## src/core/fslc_pkg.sv

```systemverilog
package fslc_pkg;

   // ---------------------------------------------------------------
   // Register map (byte addresses)
   // ---------------------------------------------------------------
   localparam logic [11:0] addr_speed   = 12'h000;
   localparam logic [11:0] addr_occup   = 12'h004;
   localparam logic [11:0] addr_station = 12'h008;
   localparam logic [11:0] addr_status  = 12'h00c;
   localparam logic [11:0] addr_command = 12'h010;
   localparam logic [11:0] addr_irq_st  = 12'h014;
   localparam logic [11:0] addr_irq_msk = 12'h018;
   localparam logic [11:0] addr_hist    = 12'h01c;

   // ---------------------------------------------------------------
   // Field values and reset values
   // ---------------------------------------------------------------
   localparam logic [2:0] speed_max       = 3'h4;
   localparam logic [2:0] speed_rst       = 3'h0;
   localparam logic [4:0] occ_compat      = 5'h00;
   localparam logic [4:0] occ_single      = 5'h01;
   localparam logic [4:0] occ_double      = 5'h0c;
   localparam logic [4:0] occ_quad        = 5'h0e;
   localparam logic [4:0] occ_oct         = 5'h12;
   localparam logic [6:0] station_min     = 7'h01;
   localparam logic [6:0] station_max     = 7'h40;
   localparam logic [6:0] station_rst     = 7'h01;
   localparam int         hist_depth      = 8;
   localparam int         cmd_err_reset   = 0;
   localparam int         cmd_hist_clear  = 1;
   localparam int         cmd_refresh     = 2;
   localparam int         irq_pending     = 0;
   localparam int         irq_err_reset   = 1;
   localparam int         irq_hist_clear  = 2;
   localparam int         irq_refresh_to  = 3;
   localparam int         irq_width       = 4;

   // ---------------------------------------------------------------
   // Timing
   // ---------------------------------------------------------------
   localparam int clk_hz           = 20000000;
   localparam int refresh_max_us   = 141000;
   localparam int refresh_max_cyc  = (refresh_max_us / 1000) * (clk_hz / 1000);
   localparam int flicker_ms       = 250;
   localparam int flicker_cyc      = flicker_ms * (clk_hz / 1000);

   // ---------------------------------------------------------------
   // Types
   // ---------------------------------------------------------------
   typedef enum logic [2:0] {
      fslc_rate_156k = 3'h0,
      fslc_rate_625k = 3'h1,
      fslc_rate_2m5  = 3'h2,
      fslc_rate_5m   = 3'h3,
      fslc_rate_10m  = 3'h4
   } fslc_rate_type;

   typedef enum logic [3:0] {
      fslc_occ_x1 = 4'h1,
      fslc_occ_x2 = 4'h2,
      fslc_occ_x4 = 4'h4,
      fslc_occ_x8 = 4'h8
   } fslc_occ_type;

   typedef struct packed {
      logic [2:0] speed;
      logic [4:0] occup;
      logic [6:0] station;
   } fslc_cfg_type;

endpackage

```

## src/core/fslc_link_config.sv

```systemverilog
// Decided for this implementation: the register offsets and the APB slave port.
`timescale 1ns/10ps
// How it works
// - Speed value 0..4 decodes to 156k, 625k, 2.5M, 5M, 10M bit/s.
// - Changed speed flickers error lamp; old speed stays until reset or power-up.
// - Link data refresh runs continuously, period 1.1 ms to 141 ms per station.
// - Extension 0,1 single station ver 1; 12,14,18 double, quad, octuple ver 2.
// - Extension change takes effect only after a device reset.
// - Version-2 occupancy only with a version-2 master; else single only.
// - Network error reset acts only while a protective alarm is active.
// - Network history clear erases the last eight stored alarms.
// - Station number 1 to 64, default 1, one remote device station.
module fslc_link_config #(
   parameter int refresh_timeout = fslc_pkg::refresh_max_cyc,
   parameter int flicker_period  = fslc_pkg::flicker_cyc
) (
   input  wire logic                  pclk,
   input  wire logic                  presetn,
   input  wire logic [11:0]           paddr,
   input  wire logic                  psel,
   input  wire logic                  penable,
   input  wire logic                  pwrite,
   input  wire logic [31:0]           pwdata,
   output logic      [31:0]           prdata,
   output logic                       pready,
   output logic                       pslverr,
   input  wire logic                  reset_input_terminal,
   input  wire logic                  master_ver2,
   input  wire logic                  alarm_active,
   input  wire logic [7:0]            alarm_code,
   input  wire logic                  alarm_strobe,
   output logic                       link_err_led,
   output logic                       device_reset,
   output logic [2:0]                 active_speed,
   output logic [3:0]                 active_factor,
   output logic                       active_ver2,
   output logic [6:0]                 active_station,
   output logic                       irq
);

   // ---------------------------------------------------------------
   // Reset terminal synchroniser
   // ---------------------------------------------------------------
   logic rst_meta, rst_sync, rst_prev;
   always_ff @(posedge pclk or negedge presetn) begin
      if (!presetn) begin
         rst_meta <= 1'b0;
         rst_sync <= 1'b0;
         rst_prev <= 1'b0;
      end else begin
         rst_meta <= reset_input_terminal;
         rst_sync <= rst_meta;
         rst_prev <= rst_sync;
      end
   end
   wire rst_rise = rst_sync & ~rst_prev;

   // ---------------------------------------------------------------
   // Bus decode
   // ---------------------------------------------------------------
   // Only the first access cycle acts, so a command fires once per transfer
   wire acc       = psel & penable & ~pready;
   wire wr        = acc & pwrite;
   wire rd        = acc & ~pwrite;
   wire hit_speed = (paddr == fslc_pkg::addr_speed);
   wire hit_occ   = (paddr == fslc_pkg::addr_occup);
   wire hit_stn   = (paddr == fslc_pkg::addr_station);
   wire hit_stat  = (paddr == fslc_pkg::addr_status);
   wire hit_cmd   = (paddr == fslc_pkg::addr_command);
   wire hit_ist   = (paddr == fslc_pkg::addr_irq_st);
   wire hit_msk   = (paddr == fslc_pkg::addr_irq_msk);
   wire hit_hist  = (paddr >= fslc_pkg::addr_hist) &&
                    (paddr < fslc_pkg::addr_hist + 12'(4 * fslc_pkg::hist_depth)) && (paddr[1:0] == 2'h0);
   wire mapped    = hit_speed | hit_occ | hit_stn | hit_stat | hit_cmd | hit_ist | hit_msk | hit_hist;

   function automatic logic occ_legal(input logic [4:0] v);
      occ_legal = (v == fslc_pkg::occ_compat) || (v == fslc_pkg::occ_single) ||
                  (v == fslc_pkg::occ_double) || (v == fslc_pkg::occ_quad) || (v == fslc_pkg::occ_oct);
   endfunction

   function automatic logic [3:0] occ_factor(input logic [4:0] v);
      case (v)
         fslc_pkg::occ_double: occ_factor = 4'(fslc_pkg::fslc_occ_x2);
         fslc_pkg::occ_quad:   occ_factor = 4'(fslc_pkg::fslc_occ_x4);
         fslc_pkg::occ_oct:    occ_factor = 4'(fslc_pkg::fslc_occ_x8);
         default:              occ_factor = 4'(fslc_pkg::fslc_occ_x1);
      endcase
   endfunction

   // ---------------------------------------------------------------
   // Shadow and active configuration
   // ---------------------------------------------------------------
   fslc_pkg::fslc_cfg_type shadow, active;
   // Illegal values are refused so the shadow never holds a code the link cannot use
   wire speed_ok = wr & hit_speed & (pwdata[2:0] <= fslc_pkg::speed_max) & (pwdata[31:3] == '0);
   // A version-1 master cannot carry multi-station frames
   wire occ_ok   = wr & hit_occ & occ_legal(pwdata[4:0]) & (pwdata[31:5] == '0) &
                   (master_ver2 | (occ_factor(pwdata[4:0]) == 4'(fslc_pkg::fslc_occ_x1)));
   wire stn_ok   = wr & hit_stn & (pwdata[6:0] >= fslc_pkg::station_min) &
                   (pwdata[6:0] <= fslc_pkg::station_max) & (pwdata[31:7] == '0);
   wire bad_wr   = wr & ((hit_speed & ~speed_ok) | (hit_occ & ~occ_ok) | (hit_stn & ~stn_ok));

   // Error reset from the network only counts during a protective alarm
   wire err_rst  = wr & hit_cmd & pwdata[fslc_pkg::cmd_err_reset] & alarm_active;
   wire hist_clr = wr & hit_cmd & pwdata[fslc_pkg::cmd_hist_clear];
   wire refresh  = wr & hit_cmd & pwdata[fslc_pkg::cmd_refresh];
   wire apply    = rst_rise | err_rst;

   always_ff @(posedge pclk or negedge presetn) begin
      if (!presetn) begin
         shadow <= '{fslc_pkg::speed_rst, fslc_pkg::occ_compat, fslc_pkg::station_rst};
      end else begin
         if (speed_ok) shadow.speed   <= pwdata[2:0];
         if (occ_ok)   shadow.occup   <= pwdata[4:0];
         if (stn_ok)   shadow.station <= pwdata[6:0];
      end
   end

   // Power-up loads defaults; later changes wait here until a reset event
   always_ff @(posedge pclk or negedge presetn) begin
      if (!presetn) begin
         active <= '{fslc_pkg::speed_rst, fslc_pkg::occ_compat, fslc_pkg::station_rst};
      end else if (apply) begin
         active <= shadow;
      end
   end

   wire pending = (shadow != active);

   // ---------------------------------------------------------------
   // Lamp flicker divider
   // ---------------------------------------------------------------
   logic [31:0] flick_cnt;
   wire flick_tick = (flick_cnt == 32'(flicker_period - 1));

   always_ff @(posedge pclk or negedge presetn) begin
      if (!presetn) begin
         flick_cnt    <= '0;
         link_err_led <= 1'b0;
      end else if (!pending) begin
         flick_cnt    <= '0;
         link_err_led <= 1'b0;
      end else begin
         flick_cnt    <= flick_tick ? '0 : flick_cnt + 32'h1;
         if (flick_tick) link_err_led <= ~link_err_led;
      end
   end

   // ---------------------------------------------------------------
   // Refresh supervision
   // ---------------------------------------------------------------
   // Only the upper bound is policed; a fast master is always legal
   logic [31:0] ref_cnt;
   logic        ref_seen;
   wire ref_late = ref_seen & (ref_cnt == 32'(refresh_timeout));
   always_ff @(posedge pclk or negedge presetn) begin
      if (!presetn) begin
         ref_cnt  <= '0;
         ref_seen <= 1'b0;
      end else if (refresh) begin
         ref_cnt  <= '0;
         ref_seen <= 1'b1;
      end else if (ref_late) begin
         ref_seen <= 1'b0;
      end else if (ref_seen) begin
         ref_cnt  <= ref_cnt + 32'h1;
      end
   end

   // ---------------------------------------------------------------
   // Alarm history
   // ---------------------------------------------------------------
   logic [7:0] hist [fslc_pkg::hist_depth];

   always_ff @(posedge pclk or negedge presetn) begin
      if (!presetn) begin
         for (int i = 0; i < fslc_pkg::hist_depth; i++) hist[i] <= 8'h00;
      end else if (hist_clr) begin
         for (int i = 0; i < fslc_pkg::hist_depth; i++) hist[i] <= 8'h00;
      end else if (alarm_strobe) begin
         hist[0] <= alarm_code;
         for (int i = 1; i < fslc_pkg::hist_depth; i++) hist[i] <= hist[i-1];
      end
   end

   // ---------------------------------------------------------------
   // Interrupts
   // ---------------------------------------------------------------
   logic [fslc_pkg::irq_width-1:0] irq_st, irq_msk;
   wire [fslc_pkg::irq_width-1:0] irq_ev = {ref_late, hist_clr, err_rst, pending & ~flick_cnt[0] & (flick_cnt == '0)};
   wire ist_rd = rd & hit_ist;

   always_ff @(posedge pclk or negedge presetn) begin
      if (!presetn) begin
         irq_st  <= '0;
         irq_msk <= '0;
         irq     <= 1'b0;
      end else begin
         // A new event in the clearing read cycle survives
         irq_st  <= (ist_rd ? '0 : irq_st) | irq_ev;
         if (wr & hit_msk) irq_msk <= pwdata[fslc_pkg::irq_width-1:0];
         irq     <= |(((ist_rd ? '0 : irq_st) | irq_ev) & irq_msk);
      end
   end

   // ---------------------------------------------------------------
   // Read data and registered outputs
   // ---------------------------------------------------------------
   wire [2:0]  hidx   = 3'((paddr - fslc_pkg::addr_hist) >> 2);
   wire [31:0] status = {22'h0, alarm_active, master_ver2, ref_seen, pending, occ_factor(active.occup),
                         2'h0};
   wire [31:0] rmux   = hit_speed ? {29'h0, shadow.speed} :
                        hit_occ   ? {27'h0, shadow.occup} :
                        hit_stn   ? {25'h0, shadow.station} :
                        hit_stat  ? status :
                        hit_ist   ? 32'(irq_st) :
                        hit_msk   ? 32'(irq_msk) :
                        hit_hist  ? {24'h0, hist[hidx]} : 32'h0;

   always_ff @(posedge pclk or negedge presetn) begin
      if (!presetn) begin
         prdata         <= 32'h0;
         pready         <= 1'b0;
         pslverr        <= 1'b0;
         device_reset   <= 1'b0;
         active_speed   <= fslc_pkg::speed_rst;
         active_factor  <= 4'(fslc_pkg::fslc_occ_x1);
         active_ver2    <= 1'b0;
         active_station <= fslc_pkg::station_rst;
      end else begin
         // One wait state: ready rises at the end of the first access cycle, falls after
         pready         <= psel & penable & ~pready;
         pslverr        <= psel & penable & ~pready & (~mapped | bad_wr);
         prdata         <= (psel & penable & ~pready & ~pwrite) ? rmux : 32'h0;
         device_reset   <= apply;
         active_speed   <= active.speed;
         active_factor  <= occ_factor(active.occup);
         active_ver2    <= occ_factor(active.occup) != 4'(fslc_pkg::fslc_occ_x1);
         active_station <= active.station;
      end
   end
endmodule // fslc_link_config

```

## config.mk

```make
export PLATFORM = sky130hd
export DESIGN_NAME = fslc_link_config
export DESIGN_NICKNAME = d
export VERILOG_FILES = /design/src/core/fslc_pkg.sv /design/src/core/fslc_link_config.sv
export SDC_FILE = /design/constraint.sdc
export NUM_CORES = 1
export LEC_CHECK = 0
export CORE_ASPECT_RATIO = 0.7
export CORE_UTILIZATION = 36
export DETAILED_ROUTE_END_ITERATION = 16
export DONT_BUFFER_PORTS = 1
export MAX_ROUTING_LAYER = met4
export PLACE_DENSITY = 0.52
export SYNTH_ARGS = -nofsm -noshare
export SYNTH_HDL_FRONTEND = slang
export SYNTH_SLANG_ARGS = --single-unit
```

## constraint.sdc

```tcl
create_clock -name pclk -period 3.62 [get_ports pclk]
set_clock_uncertainty 0.1 [all_clocks]
set_input_delay 0.724 -clock pclk [delete_from_list [all_inputs] [get_ports pclk]]
set_output_delay 0.724 -clock pclk [all_outputs]
set_load 0.01 [all_outputs]
```

==> run summary <==
POWER
----------------------------------------------------------------------------------------------------
Internal power of the cells ...........................................................      3810 uW
Fraction of power consumed by the clock network .......................................        39.2%
Worst IR Drop VDD .....................................................................     0.279 mV
Switching share of power ..............................................................        25.2%
Pwr/cell area .........................................................................   466 nW/um2
Share of total power in combinational logic ...........................................         9.6%
Sequential share of power .............................................................        51.3%
Switching Power .......................................................................      1280 uW
Reported leakage power ................................................................   0.00473 uW

WORST SETUP PATH
----------------------------------------------------------------------------------------------------
Critical Path Fanout Max ..............................................................           15
Slowest Stage Delay on Critical Path ..................................................      0.58 ns
Setup slack, reg-to-reg ...............................................................      0.97 ns
Class of the most critical setup path ................................................. primary input to flip-flop
Master of the slowest instance on the critical path ...................................         ha_1
Family of cells with the greatest summed delay on the critical path ................... compound AO/OA/AOI/OAI gates
Endpoint of the lowest-slack register-to-register path ................................ flick_cnt[18]$_DFF_PN0_
Critical path depth in cells ..........................................................            7
Required time at the worst-slack endpoint .............................................      3.85 ns
Sort of element at the start of the critical path ..................................... primary input
Worst reg2reg path depth ..............................................................            6
CP endpoint kind ......................................................................    flip-flop
Critical path, cell by cell ........................................................... inv_1 > ha_1 > nor3b_1 > nand4_1 > a21o_1 > a222oi_1 > a21bo_2
Worst reg2reg startpoint .............................................................. flick_cnt[16]$_DFF_PN0_
Worst Path Arrival ....................................................................      3.08 ns
Count of buffering cells on the critical path with inverters included .................            1

CLOCK NETWORK
----------------------------------------------------------------------------------------------------
Resized Gates After CTS ...............................................................            0
Post-CTS setup buffer count ...........................................................            0
Inserted Clock Buffers ................................................................           17
Later-pin clock latency in the skew report ............................................      0.45 ns
CTS tree ..............................................................................          yes
H-tree levels .........................................................................            4
Clock-pin slew reported for the worst setup and hold paths after clock tree synthesis .      0.08 ns
Number of sinks driven by the clock tree ..............................................          200
Master cell of the clock root buffer ..................................................    clkbuf_16
Number of buffers on the longest clock path ...........................................            2

FLOORPLAN
----------------------------------------------------------------------------------------------------
Height of the die .....................................................................       142 um
Rows ..................................................................................           50
Die Footprint .........................................................................    28500 um2
Count of pins on the block boundary ...................................................          113
Initial Util ..........................................................................        37.1%
DIE WIDTH .............................................................................       201 um
Area of the core ......................................................................    27000 um2

FINAL LAYOUT
----------------------------------------------------------------------------------------------------
Area growth syn-to-layout .............................................................        8.99%
Share of layout cells above drive strength 1 ..........................................        10.1%
Antenna Cells .........................................................................            0
Most frequent cells in the layout ..................................................... 196 x dfrtp_1, 163 x nor2_1, 82 x mux2i_1, 58 x nand2_1, 37 x xor2_1
Net count, final ......................................................................         1011
Leading cell type in the layout, fill and taps excluded ...............................      dfrtp_1

DETAILED ROUTING
----------------------------------------------------------------------------------------------------
Number of iterations in the first detailed-routing pass ...............................            5
Antenna viol nets, final ..............................................................            0
Number of DRC violations after detailed-routing iteration 0 ...........................          437
Via density ...........................................................................         5.18
Vias after detailed routing ...........................................................         6835
DR WL/cell ............................................................................      18.6 um
DRC violations left ...................................................................            0
Final Routed Wirelength ...............................................................     24500 um

LOGIC SYNTHESIS
----------------------------------------------------------------------------------------------------
Average instance area after synthesis .................................................     10.6 um2
Sequential cell area fraction in the yosys report .....................................        50.0%
Library cells used by synthesis .......................................................           76
Mapped cell area ......................................................................    10000 um2
Mapped Cells ..........................................................................          949
Fraction of registers with async set or reset after synthesis .........................         100%
Number of warnings reported in the yosys synthesis log ................................            0
Number of synthesized flops with an enable pin ........................................            0
Top FF cell, synth ....................................................................      dfrtp_1
Seq cells post-synth ..................................................................          200

GLOBAL ROUTE
----------------------------------------------------------------------------------------------------
Via count of the first global-routing pass ............................................         6504
Antenna violations before repair ......................................................            0
First-pass GRT wire length ............................................................     39000 um
GRT overflow ..........................................................................            0
Global-route usage over all layers ....................................................        18.5%
Largest net degree at the start of global routing .....................................          201

TIMING
----------------------------------------------------------------------------------------------------
Slew at the pin with the worst max-slew slack .........................................     0.858 ns
Final hold violations .................................................................          196
Final setup violation count ...........................................................            0
Worst hold margin .....................................................................    -0.142 ns
Setup slack after layout ..............................................................     0.776 ns
Worst relative slew slack .............................................................        41.3%
Post-layout minimum cycle time ........................................................      2.84 ns
Unrepaired setup endpoints after global routing .......................................           no
Max Clock Freq ........................................................................      352 MHz
Accumulated negative setup slack ......................................................         0 ns
Crit share post-route .................................................................        78.6%
Final number of max-transition violations .............................................            0

PLACEMENT
----------------------------------------------------------------------------------------------------
Half-perimeter wire length after placement ............................................     17300 um
Worst setup slack after placement .....................................................     0.355 ns
Routability congestion estimate .......................................................        0.843
# port buffers ........................................................................            0

MIN PATH
----------------------------------------------------------------------------------------------------
Path category of the worst min-delay check ............................................ primary input to async pin

RUN STATUS
----------------------------------------------------------------------------------------------------
Run status ............................................................................ finished with violations
Violated checks ....................................................................... negative hold slack

JOB
----------------------------------------------------------------------------------------------------
Max-cap viol count ....................................................................            0

==> state kept, by name, summed over array words and instances (netlist names), 3 cells and up <==
signal,count
active,15
active_factor,4
active_speed,3
active_station,7
flick_cnt,32
hist,64
irq_msk,4
irq_st,4
prdata,10
ref_cnt,32
shadow,15
==> cell usage after synthesis, drive strengths merged (7+ instances only) <==
| cell | instances | area, um2 |
|---|---|---|
| and4 | 7 | 61.3 |
| buf | 41 | 280 |
| inv | 20 | 75.1 |
| or4 | 7 | 60.1 |
| nand4 | 24 | 150 |
| nor4 | 24 | 171 |
| xor2 | 38 | 352 |
| nor2 | 164 | 618 |
| nand2 | 59 | 224 |
| or3 | 7 | 43.8 |
| mux4 | 10 | 225 |
| clkbuf | 20 | 76.3 |
| mux2 | 30 | 338 |
| o21ai | 20 | 111 |
| nand3 | 36 | 185 |
| xnor2 | 36 | 315 |
| mux2i | 82 | 821 |
| ha | 8 | 100 |
| dfrtp | 196 | 4900 |
| a21oi | 21 | 105 |
| nor3 | 18 | 90.1 |
==> metal layers <==
| metal | part of all wire [%] | vias to the layer above | GRT usage, % |
|---|---|---|---|
| li1 | - | 3275 | - |
| met1 | 54 | 3406 | 28.9 |
| met2 | 39 | 133 | 22.7 |
| met3 | 5.5 | 21 | 5.01 |
| met4 | 1.1 | 0 | 4.11 |
| met5 | 0 | - | - |
==> power groups by stage <==
stage | sequential, uW | clock, uW | combinational, uW
final | 2610 | 1990 | 486
after global routing | 2640 | 2150 | 549
after CTS | 2610 | 2050 | 488
after detailed placement | 2650 | 0 | 486
after global placement | 2650 | 0 | 471
after floorplan | 2580 | 0 | 445
==> per-stage QoR <==
| step | hold WS [ns] | cell area, um2 | cells | total power, uW | util [%] |
|---|---|---|---|---|---|
| after CTS | -0.156 | 10900 | 1319 | 5140 | 40.4 |
| after detailed placement | 0.267 | 10300 | 1287 | 3130 | 38.2 |
| after floorplan | 0.231 | 10100 | 970 | 3030 | - |
| after global placement | 0.269 | 10300 | 1287 | 3120 | 38.2 |
| final | -0.142 | 10900 | 1319 | 5090 | 40.4 |
| after global routing | -0.170 | 10900 | 1319 | 5330 | 40.4 |
==> final cells by class <==
class,count,area [um2]
Fill cell,2681,16100
Multi-Input combinational cell,689,4670
Timing Repair Buffer,14,105
Sequential cell,200,5010
Clock buffer,21,460
Tap cell,364,455
Clock inverter,11,145
Inverter,20,75.1
==> worst max-delay path by stage <==
| stage | from | endpoint |
|---|---|---|
| after global routing | paddr[3] | irq$_DFF_PN0_ |
| after global placement | paddr[3] | irq$_DFF_PN0_ |
| final | paddr[3] | irq$_DFF_PN0_ |
| after CTS | paddr[3] | irq$_DFF_PN0_ |
| after floorplan | paddr[5] | active[10]$_DFFE_PN0P_ |
| after detailed placement | paddr[3] | irq$_DFF_PN0_ |
==> logic make-up (layout without fill, tap and decap cells) <==
kind of cell | count (synthesis) | after routing | share of synthesized area [%]
DFF | 200 | 200 | 50.0
muxes | 122 | 122 | 13.8
adders and majority gates | 8 | 8 | 0.999
xor gates and xnor gates | 74 | 74 | 6.66
buffers and inverters | 81 | 66 | 4.31
and+or+nand+nor | 386 | 386 | 19.1
AOI/OAI and AO/OA | 77 | 77 | 5.08
other | 1 | 22 | 0.0374
(Power assumes the default switching activity.)
